[src/rtl/fbs_pkg.sv]
// Shared constants and carriers for the flash bypass and status host.
// Assumes a 16-bit word-wide parallel NOR flash on asynchronous strobes.
package fbs_pkg;

  // Flash word-address and data widths, in bits.
  localparam int FL_ADDR_W = 26;
  localparam int FL_DATA_W = 16;

  // Clock period and strobe timing in nanoseconds.
  localparam int CLK_PERIOD_NS = 4;
  localparam int SETUP_NS = 10;
  localparam int PULSE_NS = 40;
  localparam int RECOVER_NS = 20;
  localparam int ACC_SETTLE_NS = 250;

  // Least times round up to whole cycles.
  localparam logic [7:0] SETUP_CYC =
    8'((SETUP_NS + CLK_PERIOD_NS - 1) / CLK_PERIOD_NS);
  localparam logic [7:0] PULSE_CYC =
    8'((PULSE_NS + CLK_PERIOD_NS - 1) / CLK_PERIOD_NS);
  localparam logic [7:0] RECOVER_CYC =
    8'((RECOVER_NS + CLK_PERIOD_NS - 1) / CLK_PERIOD_NS);
  localparam logic [7:0] ACC_SETTLE_CYC =
    8'((ACC_SETTLE_NS + CLK_PERIOD_NS - 1) / CLK_PERIOD_NS);

  // Command words and unlock addresses.
  localparam logic [15:0] D_SUSPEND = 16'h00b0;
  localparam logic [15:0] D_RESUME = 16'h0030;
  localparam logic [15:0] D_UNLOCK1 = 16'h00aa;
  localparam logic [15:0] D_UNLOCK2 = 16'h0055;
  localparam logic [15:0] D_BYP_ENTRY = 16'h0020;
  localparam logic [15:0] D_PROG_SETUP = 16'h00a0;
  localparam logic [15:0] D_BYP_EXIT1 = 16'h0090;
  localparam logic [15:0] D_BYP_EXIT2 = 16'h0000;
  localparam logic [15:0] D_ABORT_RST = 16'h00f0;
  localparam logic [25:0] A_UNLOCK1 = 26'h0000555;
  localparam logic [25:0] A_UNLOCK2 = 26'h00002aa;
  localparam logic [25:0] A_ANY = 26'h0000000;

  // Status bit positions on the flash data bus.
  localparam int B_POLL = 7;
  localparam int B_TOGGLE = 6;
  localparam int B_TLIMIT = 5;
  localparam int B_SECT_TOG = 2;
  localparam int B_ABORT = 1;

  // Accelerated programs allowed per sector.
  localparam logic [3:0] ACC_LIMIT = 4'ha;

  // Register offsets of the software port.
  localparam logic [7:0] R_CMD = 8'h00;
  localparam logic [7:0] R_ADDR = 8'h04;
  localparam logic [7:0] R_DATA = 8'h08;
  localparam logic [7:0] R_STATUS = 8'h0c;
  localparam logic [7:0] R_RDATA = 8'h10;
  localparam logic [7:0] R_ACCCFG = 8'h14;
  localparam logic [7:0] R_ACCCNT = 8'h18;

  // Reset values.
  localparam logic [15:0] RST_WORD = 16'h0000;

  // Software commands written to the command register.
  typedef enum logic [3:0] {
    FBS_SUSPEND, FBS_RESUME, FBS_BYP_ENTRY, FBS_BYP_PROG,
    FBS_BYP_EXIT, FBS_ABORT_RST, FBS_POLL, FBS_READ, FBS_ACC_PROG
  } fbs_cmd_e;

  // One flash bus cycle request.
  typedef struct packed {
    logic wr;
    logic [FL_ADDR_W-1:0] addr;
    logic [FL_DATA_W-1:0] data;
  } fbs_req_s;

  // Flash pins driven by the host.
  typedef struct packed {
    logic ce_n;
    logic oe_n;
    logic we_n;
    logic [FL_ADDR_W-1:0] addr;
    logic [FL_DATA_W-1:0] dq_out;
    logic dq_oe;
  } fbs_pins_s;

endpackage

[src/rtl/fbs_cycle.sv]
// One asynchronous flash bus cycle: setup, strobe pulse, recovery.
// Assumes dq_in is already synchronous to clock.
`timescale 1ns/100ps
module fbs_cycle import fbs_pkg::*; (
  // Clock and reset.
  input wire logic clock,
  input wire logic rst_n,
  // Request side.
  input wire logic start,
  input wire fbs_req_s req,
  output logic done,
  output logic [FL_DATA_W-1:0] rdata,
  // Flash side.
  output fbs_pins_s pins,
  input wire logic [FL_DATA_W-1:0] dq_in
);

  typedef enum logic [1:0] {C_IDLE, C_SETUP, C_PULSE, C_RECOV} cph_e;

  // Whole state of the cycle engine.
  typedef struct packed {
    cph_e ph;
    logic [7:0] cnt;
    logic done;
    logic [FL_DATA_W-1:0] rdata;
    fbs_pins_s pins;
  } cyc_s;

  cyc_s r, next_r;

  // Phase sequencing; every cycle ends with all strobes high.
  always_comb begin
    next_r = r;
    next_r.done = 1'b0;
    case (r.ph)
      C_IDLE: begin
        if (start) begin
          next_r.ph = C_SETUP;
          next_r.cnt = SETUP_CYC;
          next_r.pins.ce_n = 1'b0;
          next_r.pins.addr = req.addr;
          next_r.pins.dq_out = req.data;
          next_r.pins.dq_oe = req.wr;
        end
      end
      C_SETUP: begin
        next_r.cnt = r.cnt - 8'h01;
        if (r.cnt == 8'h01) begin
          next_r.ph = C_PULSE;
          next_r.cnt = PULSE_CYC;
          next_r.pins.we_n = ~r.pins.dq_oe;
          next_r.pins.oe_n = r.pins.dq_oe;
        end
      end
      C_PULSE: begin
        next_r.cnt = r.cnt - 8'h01;
        if (r.cnt == 8'h01) begin
          // Read data is caught just before the strobe rises.
          if (!r.pins.dq_oe) begin
            next_r.rdata = dq_in;
          end
          next_r.ph = C_RECOV;
          next_r.cnt = RECOVER_CYC;
          next_r.pins.we_n = 1'b1;
          next_r.pins.oe_n = 1'b1;
        end
      end
      C_RECOV: begin
        // The chip enable rises too, so back-to-back reads are split.
        next_r.pins.ce_n = 1'b1;
        next_r.pins.dq_oe = 1'b0;
        next_r.cnt = r.cnt - 8'h01;
        if (r.cnt == 8'h01) begin
          next_r.ph = C_IDLE;
          next_r.done = 1'b1;
        end
      end
      default: next_r.ph = C_IDLE;
    endcase
  end

  // State register with synchronous reset.
  always_ff @(posedge clock) begin
    if (!rst_n) begin
      r <= '0;
      r.ph <= C_IDLE;
      r.pins.ce_n <= 1'b1;
      r.pins.oe_n <= 1'b1;
      r.pins.we_n <= 1'b1;
    end else begin
      r <= next_r;
    end
  end

  assign done = r.done;
  assign rdata = r.rdata;
  assign pins = r.pins;

endmodule

[src/rtl/fbs_host.sv]
// Host controller for a NOR flash: suspend, resume, unlock bypass,
// accelerated program and write-status polling through the flash pins.
// Assumes the flash pins meet this clock and a level shifter turns
// accel_high_level into the high voltage on the accelerate pin.
//
// Behaviour
// (RL1) Suspend program: one write of 00B0h.
// (RL2) Resume program: one write of 0030h.
// (RL3) High accelerate level enters bypass automatically.
// (RL4) No sector accelerated more than ten times.
// (RL5) Abort recovery in bypass uses full three writes.
// (RL6) Sectors unlocked before raising accelerate level.
// (RL7) Accelerate level only during accelerated programming.
// (RL8) Bypass entry: AA, 55, 20 at unlock addresses.
// (RL9) Bypass program: setup A0 then data write.
// (RL10) In bypass, device honours only bypass commands.
// (RL11) Bypass exit: 90h then 00h writes.
// (RL12) Polling bit valid after final write strobe.
// (RL13) Program polling shows inverted bit seven.
// (RL14) Erase polling reads zero until done.
// (RL15) All-protected erase toggles about 100 us.
// (RL16) Partly protected erase skips protected sectors.
// (RL17) Protected program toggles about one microsecond.
// (RL18) Polling bit may lead the other bits.
// (RL19) Toggle bit inverts each read while busy.
// (RL20) Toggle needs output or chip enable pulsed.
// (RL21) Erase suspend stops toggling until suspend-program.
// (RL22) Sector toggle marks sectors selected for erase.
// (RL23) Timing-limit flag set means reset needed.
// (RL24) Buffer-abort flag set means abort reset needed.
//
// Chosen here: the register offsets and strobed register access.
`timescale 1ns/100ps
module fbs_host import fbs_pkg::*; #(
  parameter int SECT_W = 4,
  parameter logic [15:0] POLL_LIMIT = 16'hffff
) (
  // Clock and reset.
  input wire logic clock,
  input wire logic rst_n,
  // Software register port.
  input wire logic [7:0] reg_addr,
  input wire logic [31:0] reg_wdata,
  input wire logic reg_wr,
  input wire logic reg_rd,
  output logic [31:0] reg_rdata,
  // Flash pins.
  output fbs_pins_s pins,
  input wire logic [FL_DATA_W-1:0] dq_in,
  output logic accel_high_level
);

  localparam int NSECT = 1 << SECT_W;

  typedef enum logic [2:0] {
    S_IDLE, S_ACC_UP, S_SEND, S_SEND_WAIT, S_RD, S_RD_WAIT, S_EVAL,
    S_ACC_DOWN
  } hst_e;

  // Whole state of the host sequencer.
  typedef struct packed {
    hst_e st;
    fbs_cmd_e cmd;
    logic [1:0] step;
    logic rd_idx;
    logic recheck;
    logic [FL_ADDR_W-1:0] addr;
    logic [FL_DATA_W-1:0] data;
    logic [FL_DATA_W-1:0] prev;
    logic [FL_DATA_W-1:0] last;
    logic [15:0] polls;
    logic [7:0] settle;
    logic busy;
    logic done;
    logic err_to;
    logic err_ab;
    logic err_ref;
    logic bypass;
    logic susp;
    logic accel;
    logic unlocked;
    logic sect_tog;
    logic start;
    fbs_req_s req;
    logic [31:0] rdata;
    logic [NSECT-1:0][3:0] acc_cnt;
  } hst_s;

  hst_s r, next_r;
  logic cyc_done;
  logic [FL_DATA_W-1:0] cyc_rdata;
  fbs_req_s cur;
  logic cur_last;
  logic [SECT_W-1:0] sect;

  // The sector index is the top of the flash address.
  assign sect = r.addr[FL_ADDR_W-1 -: SECT_W];

  // Write step table: which word goes where for each command and step.
  always_comb begin
    cur = '{wr: 1'b1, addr: A_ANY, data: RST_WORD};
    cur_last = 1'b1;
    case (r.cmd)
      // (RL1) suspend single write
      FBS_SUSPEND: cur.data = D_SUSPEND;
      // (RL2) resume single write
      FBS_RESUME: cur.data = D_RESUME;
      // (RL8) three-write bypass entry
      FBS_BYP_ENTRY, FBS_ABORT_RST: begin
        cur_last = (r.step == 2'd2);
        case (r.step)
          2'd0: cur = '{wr: 1'b1, addr: A_UNLOCK1, data: D_UNLOCK1};
          2'd1: cur = '{wr: 1'b1, addr: A_UNLOCK2, data: D_UNLOCK2};
          default: begin
            cur.addr = A_UNLOCK1;
            // (RL5) full abort reset sequence
            cur.data = (r.cmd == FBS_ABORT_RST) ? D_ABORT_RST
                                                : D_BYP_ENTRY;
          end
        endcase
      end
      // (RL9) two-write bypass program
      FBS_BYP_PROG, FBS_ACC_PROG: begin
        cur_last = (r.step == 2'd1);
        if (r.step == 2'd0) begin
          cur.data = D_PROG_SETUP;
        end else begin
          cur.addr = r.addr;
          cur.data = r.data;
        end
      end
      // (RL11) two-write bypass exit
      FBS_BYP_EXIT: begin
        cur_last = (r.step == 2'd1);
        cur.data = (r.step == 2'd0) ? D_BYP_EXIT1 : D_BYP_EXIT2;
      end
      // Polls and plain reads only read at the given address.
      default: begin
        cur.wr = 1'b0;
        cur.addr = r.addr;
      end
    endcase
  end

  // Sequencer and register file.
  always_comb begin
    next_r = r;
    next_r.start = 1'b0;
    // Read data stand in the cycle after the read strobe only.
    next_r.rdata = '0;
    if (reg_rd) begin
      case (reg_addr)
        R_CMD: next_r.rdata = {28'h0000000, r.cmd};
        R_ADDR: next_r.rdata = {6'h00, r.addr};
        R_DATA: next_r.rdata = {16'h0000, r.data};
        R_STATUS: next_r.rdata = {23'h000000, r.sect_tog, r.accel,
                                  r.susp, r.bypass, r.err_ref, r.err_ab,
                                  r.err_to, r.done, r.busy};
        R_RDATA: next_r.rdata = {16'h0000, r.last};
        R_ACCCFG: next_r.rdata = {31'h00000000, r.unlocked};
        R_ACCCNT: next_r.rdata = {28'h0000000, r.acc_cnt[sect]};
        default: next_r.rdata = '0;
      endcase
    end
    if (reg_wr) begin
      case (reg_addr)
        R_ADDR: begin
          if (!r.busy) begin
            next_r.addr = reg_wdata[FL_ADDR_W-1:0];
          end
        end
        R_DATA: begin
          if (!r.busy) begin
            next_r.data = reg_wdata[FL_DATA_W-1:0];
          end
        end
        R_ACCCFG: begin
          // (RL6) software vouches sectors unlocked
          next_r.unlocked = reg_wdata[0];
        end
        R_CMD: begin
          if (r.busy) begin
            // A command while busy is dropped and flagged.
            next_r.err_ref = 1'b1;
          end else begin
            next_r.cmd = fbs_cmd_e'(reg_wdata[3:0]);
            next_r.step = 2'd0;
            next_r.rd_idx = 1'b0;
            next_r.recheck = 1'b0;
            next_r.polls = 16'h0000;
            next_r.done = 1'b0;
            next_r.err_to = 1'b0;
            next_r.err_ab = 1'b0;
            next_r.err_ref = 1'b0;
            next_r.sect_tog = 1'b0;
            next_r.busy = 1'b1;
            next_r.st = S_SEND;
            case (fbs_cmd_e'(reg_wdata[3:0]))
              // (RL10) bypass-only commands need bypass
              FBS_BYP_PROG, FBS_BYP_EXIT: begin
                if (!r.bypass) begin
                  next_r.busy = 1'b0;
                  next_r.err_ref = 1'b1;
                  next_r.st = S_IDLE;
                end
              end
              FBS_ACC_PROG: begin
                // (RL4) per-sector accelerate limit
                if (!r.unlocked || r.acc_cnt[sect] >= ACC_LIMIT) begin
                  next_r.busy = 1'b0;
                  next_r.err_ref = 1'b1;
                  next_r.st = S_IDLE;
                end else begin
                  next_r.st = S_ACC_UP;
                  next_r.settle = ACC_SETTLE_CYC;
                end
              end
              FBS_POLL, FBS_READ: next_r.st = S_RD;
              FBS_SUSPEND, FBS_RESUME, FBS_BYP_ENTRY,
              FBS_ABORT_RST: next_r.st = S_SEND;
              default: begin
                next_r.busy = 1'b0;
                next_r.err_ref = 1'b1;
                next_r.st = S_IDLE;
              end
            endcase
          end
        end
        default: ;
      endcase
    end
    case (r.st)
      S_IDLE: ;
      S_ACC_UP: begin
        // (RL7) level raised only for this program
        next_r.accel = 1'b1;
        next_r.settle = r.settle - 8'h01;
        if (r.settle == 8'h01) begin
          // (RL3) device now in bypass by itself
          next_r.st = S_SEND;
        end
      end
      S_SEND: begin
        next_r.start = 1'b1;
        next_r.req = cur;
        next_r.st = S_SEND_WAIT;
      end
      S_SEND_WAIT: begin
        if (cyc_done) begin
          if (!cur_last) begin
            next_r.step = r.step + 2'd1;
            next_r.st = S_SEND;
          end else begin
            case (r.cmd)
              FBS_SUSPEND: begin
                next_r.susp = 1'b1;
                next_r.st = S_IDLE;
              end
              FBS_BYP_ENTRY: begin
                next_r.bypass = 1'b1;
                next_r.st = S_IDLE;
              end
              FBS_BYP_EXIT: begin
                next_r.bypass = 1'b0;
                next_r.st = S_IDLE;
              end
              FBS_RESUME: begin
                next_r.susp = 1'b0;
                next_r.st = S_RD;
              end
              FBS_ABORT_RST: next_r.st = S_IDLE;
              // (RL12) status polled after last strobe
              default: next_r.st = S_RD;
            endcase
            if (next_r.st == S_IDLE) begin
              next_r.busy = 1'b0;
              next_r.done = 1'b1;
            end
          end
        end
      end
      S_RD: begin
        // (RL20) each read is its own chip enable pulse
        next_r.start = 1'b1;
        // Status reads go to the target address, never a command word.
        next_r.req = '{wr: 1'b0, addr: r.addr, data: RST_WORD};
        next_r.st = S_RD_WAIT;
      end
      S_RD_WAIT: begin
        if (cyc_done) begin
          if (r.cmd == FBS_READ) begin
            next_r.last = cyc_rdata;
            next_r.busy = 1'b0;
            next_r.done = 1'b1;
            next_r.st = S_IDLE;
          end else if (!r.rd_idx) begin
            next_r.prev = cyc_rdata;
            next_r.rd_idx = 1'b1;
            next_r.st = S_RD;
          end else begin
            next_r.last = cyc_rdata;
            next_r.st = S_EVAL;
          end
        end
      end
      S_EVAL: begin
        // (RL22) sector toggle kept for software
        if (r.prev[B_SECT_TOG] != r.last[B_SECT_TOG]) begin
          next_r.sect_tog = 1'b1;
        end
        // (RL19) stable toggle bit means finished
        if (r.prev[B_TOGGLE] == r.last[B_TOGGLE]) begin
          next_r.st = r.accel ? S_ACC_DOWN : S_IDLE;
        end else if (r.recheck) begin
          // Still toggling after a flag: the operation failed.
          // (RL23) timing-limit flag reported
          next_r.err_to = r.last[B_TLIMIT];
          // (RL24) buffer-abort flag reported
          next_r.err_ab = r.last[B_ABORT];
          next_r.st = r.accel ? S_ACC_DOWN : S_IDLE;
        end else if (r.last[B_TLIMIT] || r.last[B_ABORT]) begin
          // The toggle may stop just as a flag rises, so look again.
          next_r.recheck = 1'b1;
          next_r.prev = r.last;
          next_r.st = S_RD;
        end else if (r.polls == POLL_LIMIT) begin
          next_r.err_to = 1'b1;
          next_r.st = r.accel ? S_ACC_DOWN : S_IDLE;
        end else begin
          // Start again with a fresh pair of reads.
          next_r.polls = r.polls + 16'h0001;
          next_r.rd_idx = 1'b0;
          next_r.st = S_RD;
        end
        if (next_r.st == S_IDLE) begin
          next_r.busy = 1'b0;
          next_r.done = 1'b1;
        end
        if (next_r.st == S_ACC_DOWN) begin
          next_r.settle = ACC_SETTLE_CYC;
        end
      end
      S_ACC_DOWN: begin
        // (RL7) level dropped once the program ends
        next_r.accel = 1'b0;
        next_r.settle = r.settle - 8'h01;
        if (r.settle == 8'h01) begin
          // (RL4) one more use charged to the sector
          next_r.acc_cnt[sect] = r.acc_cnt[sect] + 4'h1;
          next_r.busy = 1'b0;
          next_r.done = 1'b1;
          next_r.st = S_IDLE;
        end
      end
      default: next_r.st = S_IDLE;
    endcase
  end

  // State register with synchronous reset.
  always_ff @(posedge clock) begin
    if (!rst_n) begin
      r <= '0;
      r.st <= S_IDLE;
      r.cmd <= FBS_SUSPEND;
    end else begin
      r <= next_r;
    end
  end

  // Bus cycle engine for the flash strobes.
  fbs_cycle u_cycle (
    .clock(clock),
    .rst_n(rst_n),
    .start(r.start),
    .req(r.req),
    .done(cyc_done),
    .rdata(cyc_rdata),
    .pins(pins),
    .dq_in(dq_in)
  );

  assign reg_rdata = r.rdata;
  assign accel_high_level = r.accel;

endmodule

[config.mk]
export PLATFORM = sky130hd
export DESIGN_NAME = fbs_host
export DESIGN_NICKNAME = d
export VERILOG_FILES = /design/src/rtl/fbs_pkg.sv /design/src/rtl/fbs_cycle.sv /design/src/rtl/fbs_host.sv
export SDC_FILE = /design/constraint.sdc
export NUM_CORES = 1
export LEC_CHECK = 0
export BUFFER_PORTS_ARGS = -buffer_cell sky130_fd_sc_hd__buf_2
export CAP_MARGIN = 25
export CORE_AREA = 10 10 131 252
export DETAILED_ROUTE_END_ITERATION = 16
export DIE_AREA = 0 0 141 262
export GPL_TIMING_DRIVEN = 1
export PLACE_DENSITY = 0.76
export SLEW_MARGIN = 20
export SYNTH_ARGS = -nofsm -noshare
export SYNTH_HDL_FRONTEND = slang
export SYNTH_HIERARCHICAL = 1
export SYNTH_SLANG_ARGS = --single-unit
[constraint.sdc]
create_clock -name clock -period 3.95 [get_ports clock]
set_clock_uncertainty 0.05 [all_clocks]
set_input_delay 0.1975 -clock clock [delete_from_list [all_inputs] [get_ports clock]]
set_output_delay 0.1975 -clock clock [all_outputs]
set_load 0.01 [all_outputs]
; ---- After elaboration in Yosys (flattened, before gate mapping)
; Index checks and enable logic that the tools add are counted.
[word_totals]
ff_bits = 323
latchBits = 0
ramBits = 0
rom_bits = 0
in_bits = 60
word_cells = 278
n_memories = 0
[classes]
add_sub_neg = 5
multipliers = 0
div_mod_pow = 0
n_lt_le_gt_ge = 3
n_eq_ne = 49
n_shift = 0
muxes = 120
bitwise_logic = 2
reduce_logical = 47
[op_table]
columns = op, n
row1 = case mux 26 bit (7 select lines), 1
row2 = two-way mux 16 bit, 10
row3 = case mux 44 bit (2 select lines), 1
row4 = case mux 16 bit (5 select lines), 1
row5 = two-way mux 26 bit, 3
row6 = case mux 26 bit (3 select lines), 1
row7 = bitwise mux 64 bit, 1
row8 = two-way mux 29 bit, 2
row9 = case mux 27 bit (2 select lines), 1
row10 = two-way mux 53 bit, 1
row11 = two-way mux 3 bit, 16
row12 = two-way mux 8 bit, 5
row13 = case mux 10 bit (4 select lines), 1
row14 = two-way mux 2 bit, 19
row15 = two-way mux 7 bit, 5
row16 = two-way mux 10 bit, 3
row17 = "equality test 4 x 3 -> 1 bit, second input constant", 7
row18 = two-way mux 28 bit, 1
row19 = two-way mux 1 bit, 26
row20 = "equality test 8 x 5 -> 1 bit, second input constant", 3
row21 = two-way mux 23 bit, 1
row22 = two-way mux 11 bit, 2
row23 = case mux 3 bit (7 select lines), 1
row24 = AND reduction 3 bit, 6
row25 = 50 further kinds, 108

; ---- Longest topological paths before layout
[depth]
depth_word = 14
depth_mapped = 15

; ---- Modules after synthesis
; Netlist, hierarchy kept.
[by_module_without_submodules]
columns = module, n_inst, cells_per_inst, area_each_um2
row1 = fbs_host, 1, 1251, 10860.4
row2 = fbs_cycle, 1, 403, 3335.7

; ---- Least setup slack after synthesis
; Ideal clock, no wire load.
[synth_timing]
kind = flip-flop to flip-flop
startpoint = register r[244] (netlist name)
endpoint = register r[151] (netlist name)
setup_time_ps = 125
arrival_ps = 2812
required_time_ps = 3775
setup_slack_ps = 963
stages_incl_launch_ff = 15
cell_sequence = dfxtp_1 -> buf_4 -> buf_4 -> mux4_2 -> a22oi_1 -> nand2_1 -> clkbuf_1 -> buf_2 -> inv_1 -> ha_1 -> nor2_1 -> a22oi_1 -> o21ai_2 -> and2_1 -> o41a_1
[synth_between]
elab_chain_len = 11
[synth_lines]
columns = element, line_no
row1 = start: declaration, fbs_host.sv:89  ; hst_s r, next_r;
row2 = start signal: assignment, fbs_host.sv:366  ; r <= next_r;
row3 = binary-select mux 4 bit (select 4 bit) (*), fbs_host.sv:209  ; if (!r.unlocked || r.acc_cnt[sect] >= ACC_LIMIT) begin
row4 = two-way mux 4 bit (not written as such) (*), fbs_host.sv:209
row5 = greater-or-equal comparator 4 bit (*), fbs_host.sv:209
row6 = logical OR 1 bit (*), fbs_host.sv:209
row7 = two-way mux 8 bit (*), fbs_host.sv:209
row8 = two-way mux 8 bit (*), fbs_host.sv:198  ; case (fbs_cmd_e'(reg_wdata[3:0]))
row9 = two-way mux 28 bit (*), fbs_host.sv:182  ; if (r.busy) begin
row10 = two-way mux 29 bit (*), fbs_host.sv:166  ; case (reg_addr)
row11 = two-way mux 29 bit (*), fbs_host.sv:165  ; if (reg_wr) begin
row12 = two-way mux 8 bit, fbs_host.sv:339  ; if (next_r.st == S_ACC_DOWN) begin
row13 = case mux 8 bit (2 select lines) (*), fbs_host.sv:232  ; case (r.st)
; Every way passes the cells marked *; elsewhere a longest branch is shown, timed or not. The select of a mux whose other input is x is not followed.
; A chain may end at the register's enable or synchronous reset.

; ---- Final worst setup path
[layout_timing]
startpoint = register r[244] (netlist name)
endpoint = register r[156] (netlist name)
; The elaborated chain is that of the path after synthesis.

==> results by group <==
Clocking
  • Setup bufs post-CTS: 0
  • Root buffer cell: clkbuf_16
  • Clock latency on the worst-skew pair: 0.58 ns
  • Clk slew on worst S/H paths: 0.07 ns
  • Post_cts resized: 0
  • CTS Buffer Depth: 3
  • CTS sink cnt: 312
  • H-tree depth: 1
  • Num CTS Buffers: 27
  • CTS tree: done

Detailed routing
  • Routed WL: 41400 µm
  • Vias per inst: 5.91
  • Pre-Repair DR Iteration Count: 6
  • DRC viols: 0
  • DR iter-0 viols: 1075
  • Via count: 12.2k
  • Average routed wire per standard cell: 20.0 µm
  • Post-DRT Antenna Nets: 0

Floorplanning
  • Placeable core area: 28800 µm²
  • Die Width: 141 µm
  • Die height: 262 µm
  • # rows: 88
  • Initial Util: 49.2%
  • Die Area: 36900 µm²
  • IO Count: 139

Global routing
  • GRT Util Overall: 21.5%
  • GRT overflow: 0
  • First-pass GRT wire length: 64500 µm
  • Largest net degree at the start of global routing: 81
  • Initial antenna violation count: 4
  • Vias in the first global route: 12.1k

Yosys
  • Synth warn: 6
  • Leading area contributor after synthesis: dfxtp_1
  • Post-synth cell types: 79
  • Mean post-synth cell area: 8.58 µm²
  • Synth cell count leaders: dfxtp_1 (312), nand2_1 (245), nor2_1 (214)
  • Asr flop ratio synth: 0%
  • Yosys reg bits: 312
  • Synth top area share: 44.0%
  • Sequential area share after synthesis: 44.0%
  • Post-Syn Area: 14200 µm²
  • Top post-synthesis cells by area: dfxtp_1 (44%), nand2_1 (6.5%), nor2_1 (5.7%)
  • Most numerous cell in the Yosys netlist: dfxtp_1
  • Main synth FF type: dfxtp_1
  • Post-synth EDFFs: 0
  • Syn Inst Count: 1654

Worst setup path
  • Critical path capture point type: register
  • CP Launch Type: register
  • Critical Path Most Common Cell: a22oi_1
  • Reg2Reg Capture Point: r[156]
  • Crit path to: r[156]
  • Slowest cell on crit path: dfxtp_1
  • CP startpoint: r[244]
  • Max incr delay on CP: 0.74 ns
  • Worst r2r path cells: 9
  • Crit-path leading delay family: compound AO/OA/AOI/OAI gates
  • Worst r2r src: r[244]
  • Critical path required time: 4.35 ns
  • Crit Path Max Fanout: 11
  • Critical path cell sequence: mux4_2 > a22oi_1 > nand2_1 > ha_1 > nor2_1 > a22oi_1 > o21ai_2 > nand4_1 > a32o_1
  • Worst path bufs/invs: 0
  • Worst Path Arrival: 3.76 ns
  • Stages on worst setup path: 9
  • Critical Setup Path Class: reg -> reg
  • Reg2reg setup slack: 0.59 ns

Power
  • P_leak: 0.00592 µW
  • Overall power of the completed layout: 6240 µW
  • Pwr dens: 397 nW/µm²
  • Switching share of power: 22.6%
  • Worst VDD drop: 0.000319 V
  • Net switching power: 1410 µW
  • Combinational share of power: 3.6%
  • Internal power: 4830 µW
  • Clock network power share: 45.7%
  • Sequential share of power: 50.7%

STA
  • Setup violations, final: 0
  • RSZ-0062 raised after global routing: false
  • Peak Freq: 297 MHz
  • Setup TNS: 0 ns
  • Hold Fails Final Rpt: 0
  • Fin Hold WS: 0.0303 ns
  • Slew Viols, Final: 0
  • Fin worst setup slack: 0.588 ns
  • Period utilisation layout: 85.1%
  • Worst Tran Pin Value: 0.974 ns
  • Minimum clock period: 3.36 ns
  • Max-slew headroom: 35.1%

Final layout
  • Final-layout fill cell count: 2590
  • Ratio of cells with drive above 1 in the final layout: 14.9%
  • Layout Cells excl Fill: 2068
  • P&R area growth vs syn: 10.8%
  • # nets final: 1754

Placed design
  • Final GP Congestion: 0.911
  • IO buf count: 126
  • Post-Place Worst Slack: 0.652 ns
  • Post-DP HPWL: 29200 µm
  • Placed cells: 1970

Run
  • MaxCap Viol Count: 0

Hold path
  • Hold Path Stages: 4
  • Min-Delay Path Class: in -> reg

Run status
  • Status: finished clean
## worst register-to-register path, cell delays in order, from the launching register on
cell     delay (ns)
dfxtp_1        0.74
mux4_2         0.59
a22oi_1        0.42
nand2_1        0.27
ha_1           0.27
nor2_1         0.09
a22oi_1        0.11
o21ai_2        0.17
nand4_1        0.21
a32o_1         0.32
## area by class of cell
cell class	instances	area, µm²	area share (%)
Antenna cell	4	10.0	0.0636
Inverter	30	115	0.731
Clock buffer	33	728	4.63
Multi-Input combinational cell	1114	6660	42.3
Sequential cell	312	6250	39.7
Tap cell	360	450	2.86
Clock inverter	17	216	1.38
Timing Repair Buffer	198	1310	8.30
## power by group through the flow
stage	clock network, µW	logic, µW	registers, µW
CTS	2890	222	3160
global route	2990	244	3160
floorplan	0	112	3230
detailed placement	0	187	3240
global placement	0	181	3240
finish	2850	226	3170
## metrics by stage
stage	cell area (µm²)	util, %
floorplan	14200	-
finish	15700	54.5
global route	15700	54.5
detailed placement	14300	49.7
global placement	14300	49.6
CTS	15700	54.5
## cells in the final DEF (no fill, tap or decap), types with 6 or more instances in the layout
master	instances
o31a_1	17
conb_1	6
a31oi_1	14
and2_1	21
nor2b_1	11
a21o_1	14
nor3_1	17
a211oi_1	42
a21oi_1	142
buf_2	126
a221oi_1	6
inv_1	27
xor2_1	20
clkbuf_16	27
and3_1	11
nor4_1	10
dlygate4sd3_1	44
o21a_1	14
a22oi_1	33
nor3b_1	17
nand3_1	25
mux4_2	15
buf_4	26
nor2_1	214
ha_1	11
nand4_1	13
clkinv_2	7
nand2b_1	9
a222oi_1	13
o21ai_0	24
mux2i_1	59
dfxtp_1	312
nand2_1	244
or2_2	8
## logic make-up (layout without fill, tap and decap cells)
family / Yosys count / in the layout / share of synthesized area [%]
adder cells (fa/ha/maj): 12 / 12 / 1.04
AO/OA/AOI/OAI: 357 / 357 / 16.6
flip-flops: 312 / 312 / 44.0
buffers and inverters: 233 / 278 / 9.32
XOR/XNOR: 27 / 27 / 1.77
other: 1 / 10 / 0.0264
AND/OR/NAND/NOR: 636 / 636 / 20.5
multiplexers: 76 / 76 / 6.78
## flip-flops by register name (all words and copies together), names as in the netlist
signal / count
r: 212
u_cycle/pins: 46
reg_rdata: 26
u_cycle/rdata: 16
u_cycle/r: 10
accel_high_level: 1
u_cycle/done: 1
## repair_timing
action	CTS	global route
endpoints found under the setup margin	0	0
hold endpoints to repair	70	0
hold buffers	44	0
## per-layer routing
layer	part of all wire [%]	global-route usage (%)	vias to the layer above	wire length (µm)
met2	50	38.1	542	20700
met4	9.0	18.3	4	3740
met5	0.056	0	-	23
met3	6.4	4.07	192	2630
met1	35	21.2	5777	14300
li1	-	-	5702	-
## worst min-delay path by stage
stage | slack (ns) | end | start
global placement | 0.39 | u_cycle/pins[29] | r[124]
floorplan | 0.21 | u_cycle/pins[45] | rst_n
detailed placement | 0.39 | u_cycle/pins[36] | r[131]
finish | 0.03 | r[141] | reg_addr[4]
global route | 0.05 | r[141] | reg_addr[4]
CTS | 0.004 | r[141] | reg_addr[4]
Note: power is estimated with default switching activity, not from simulation.
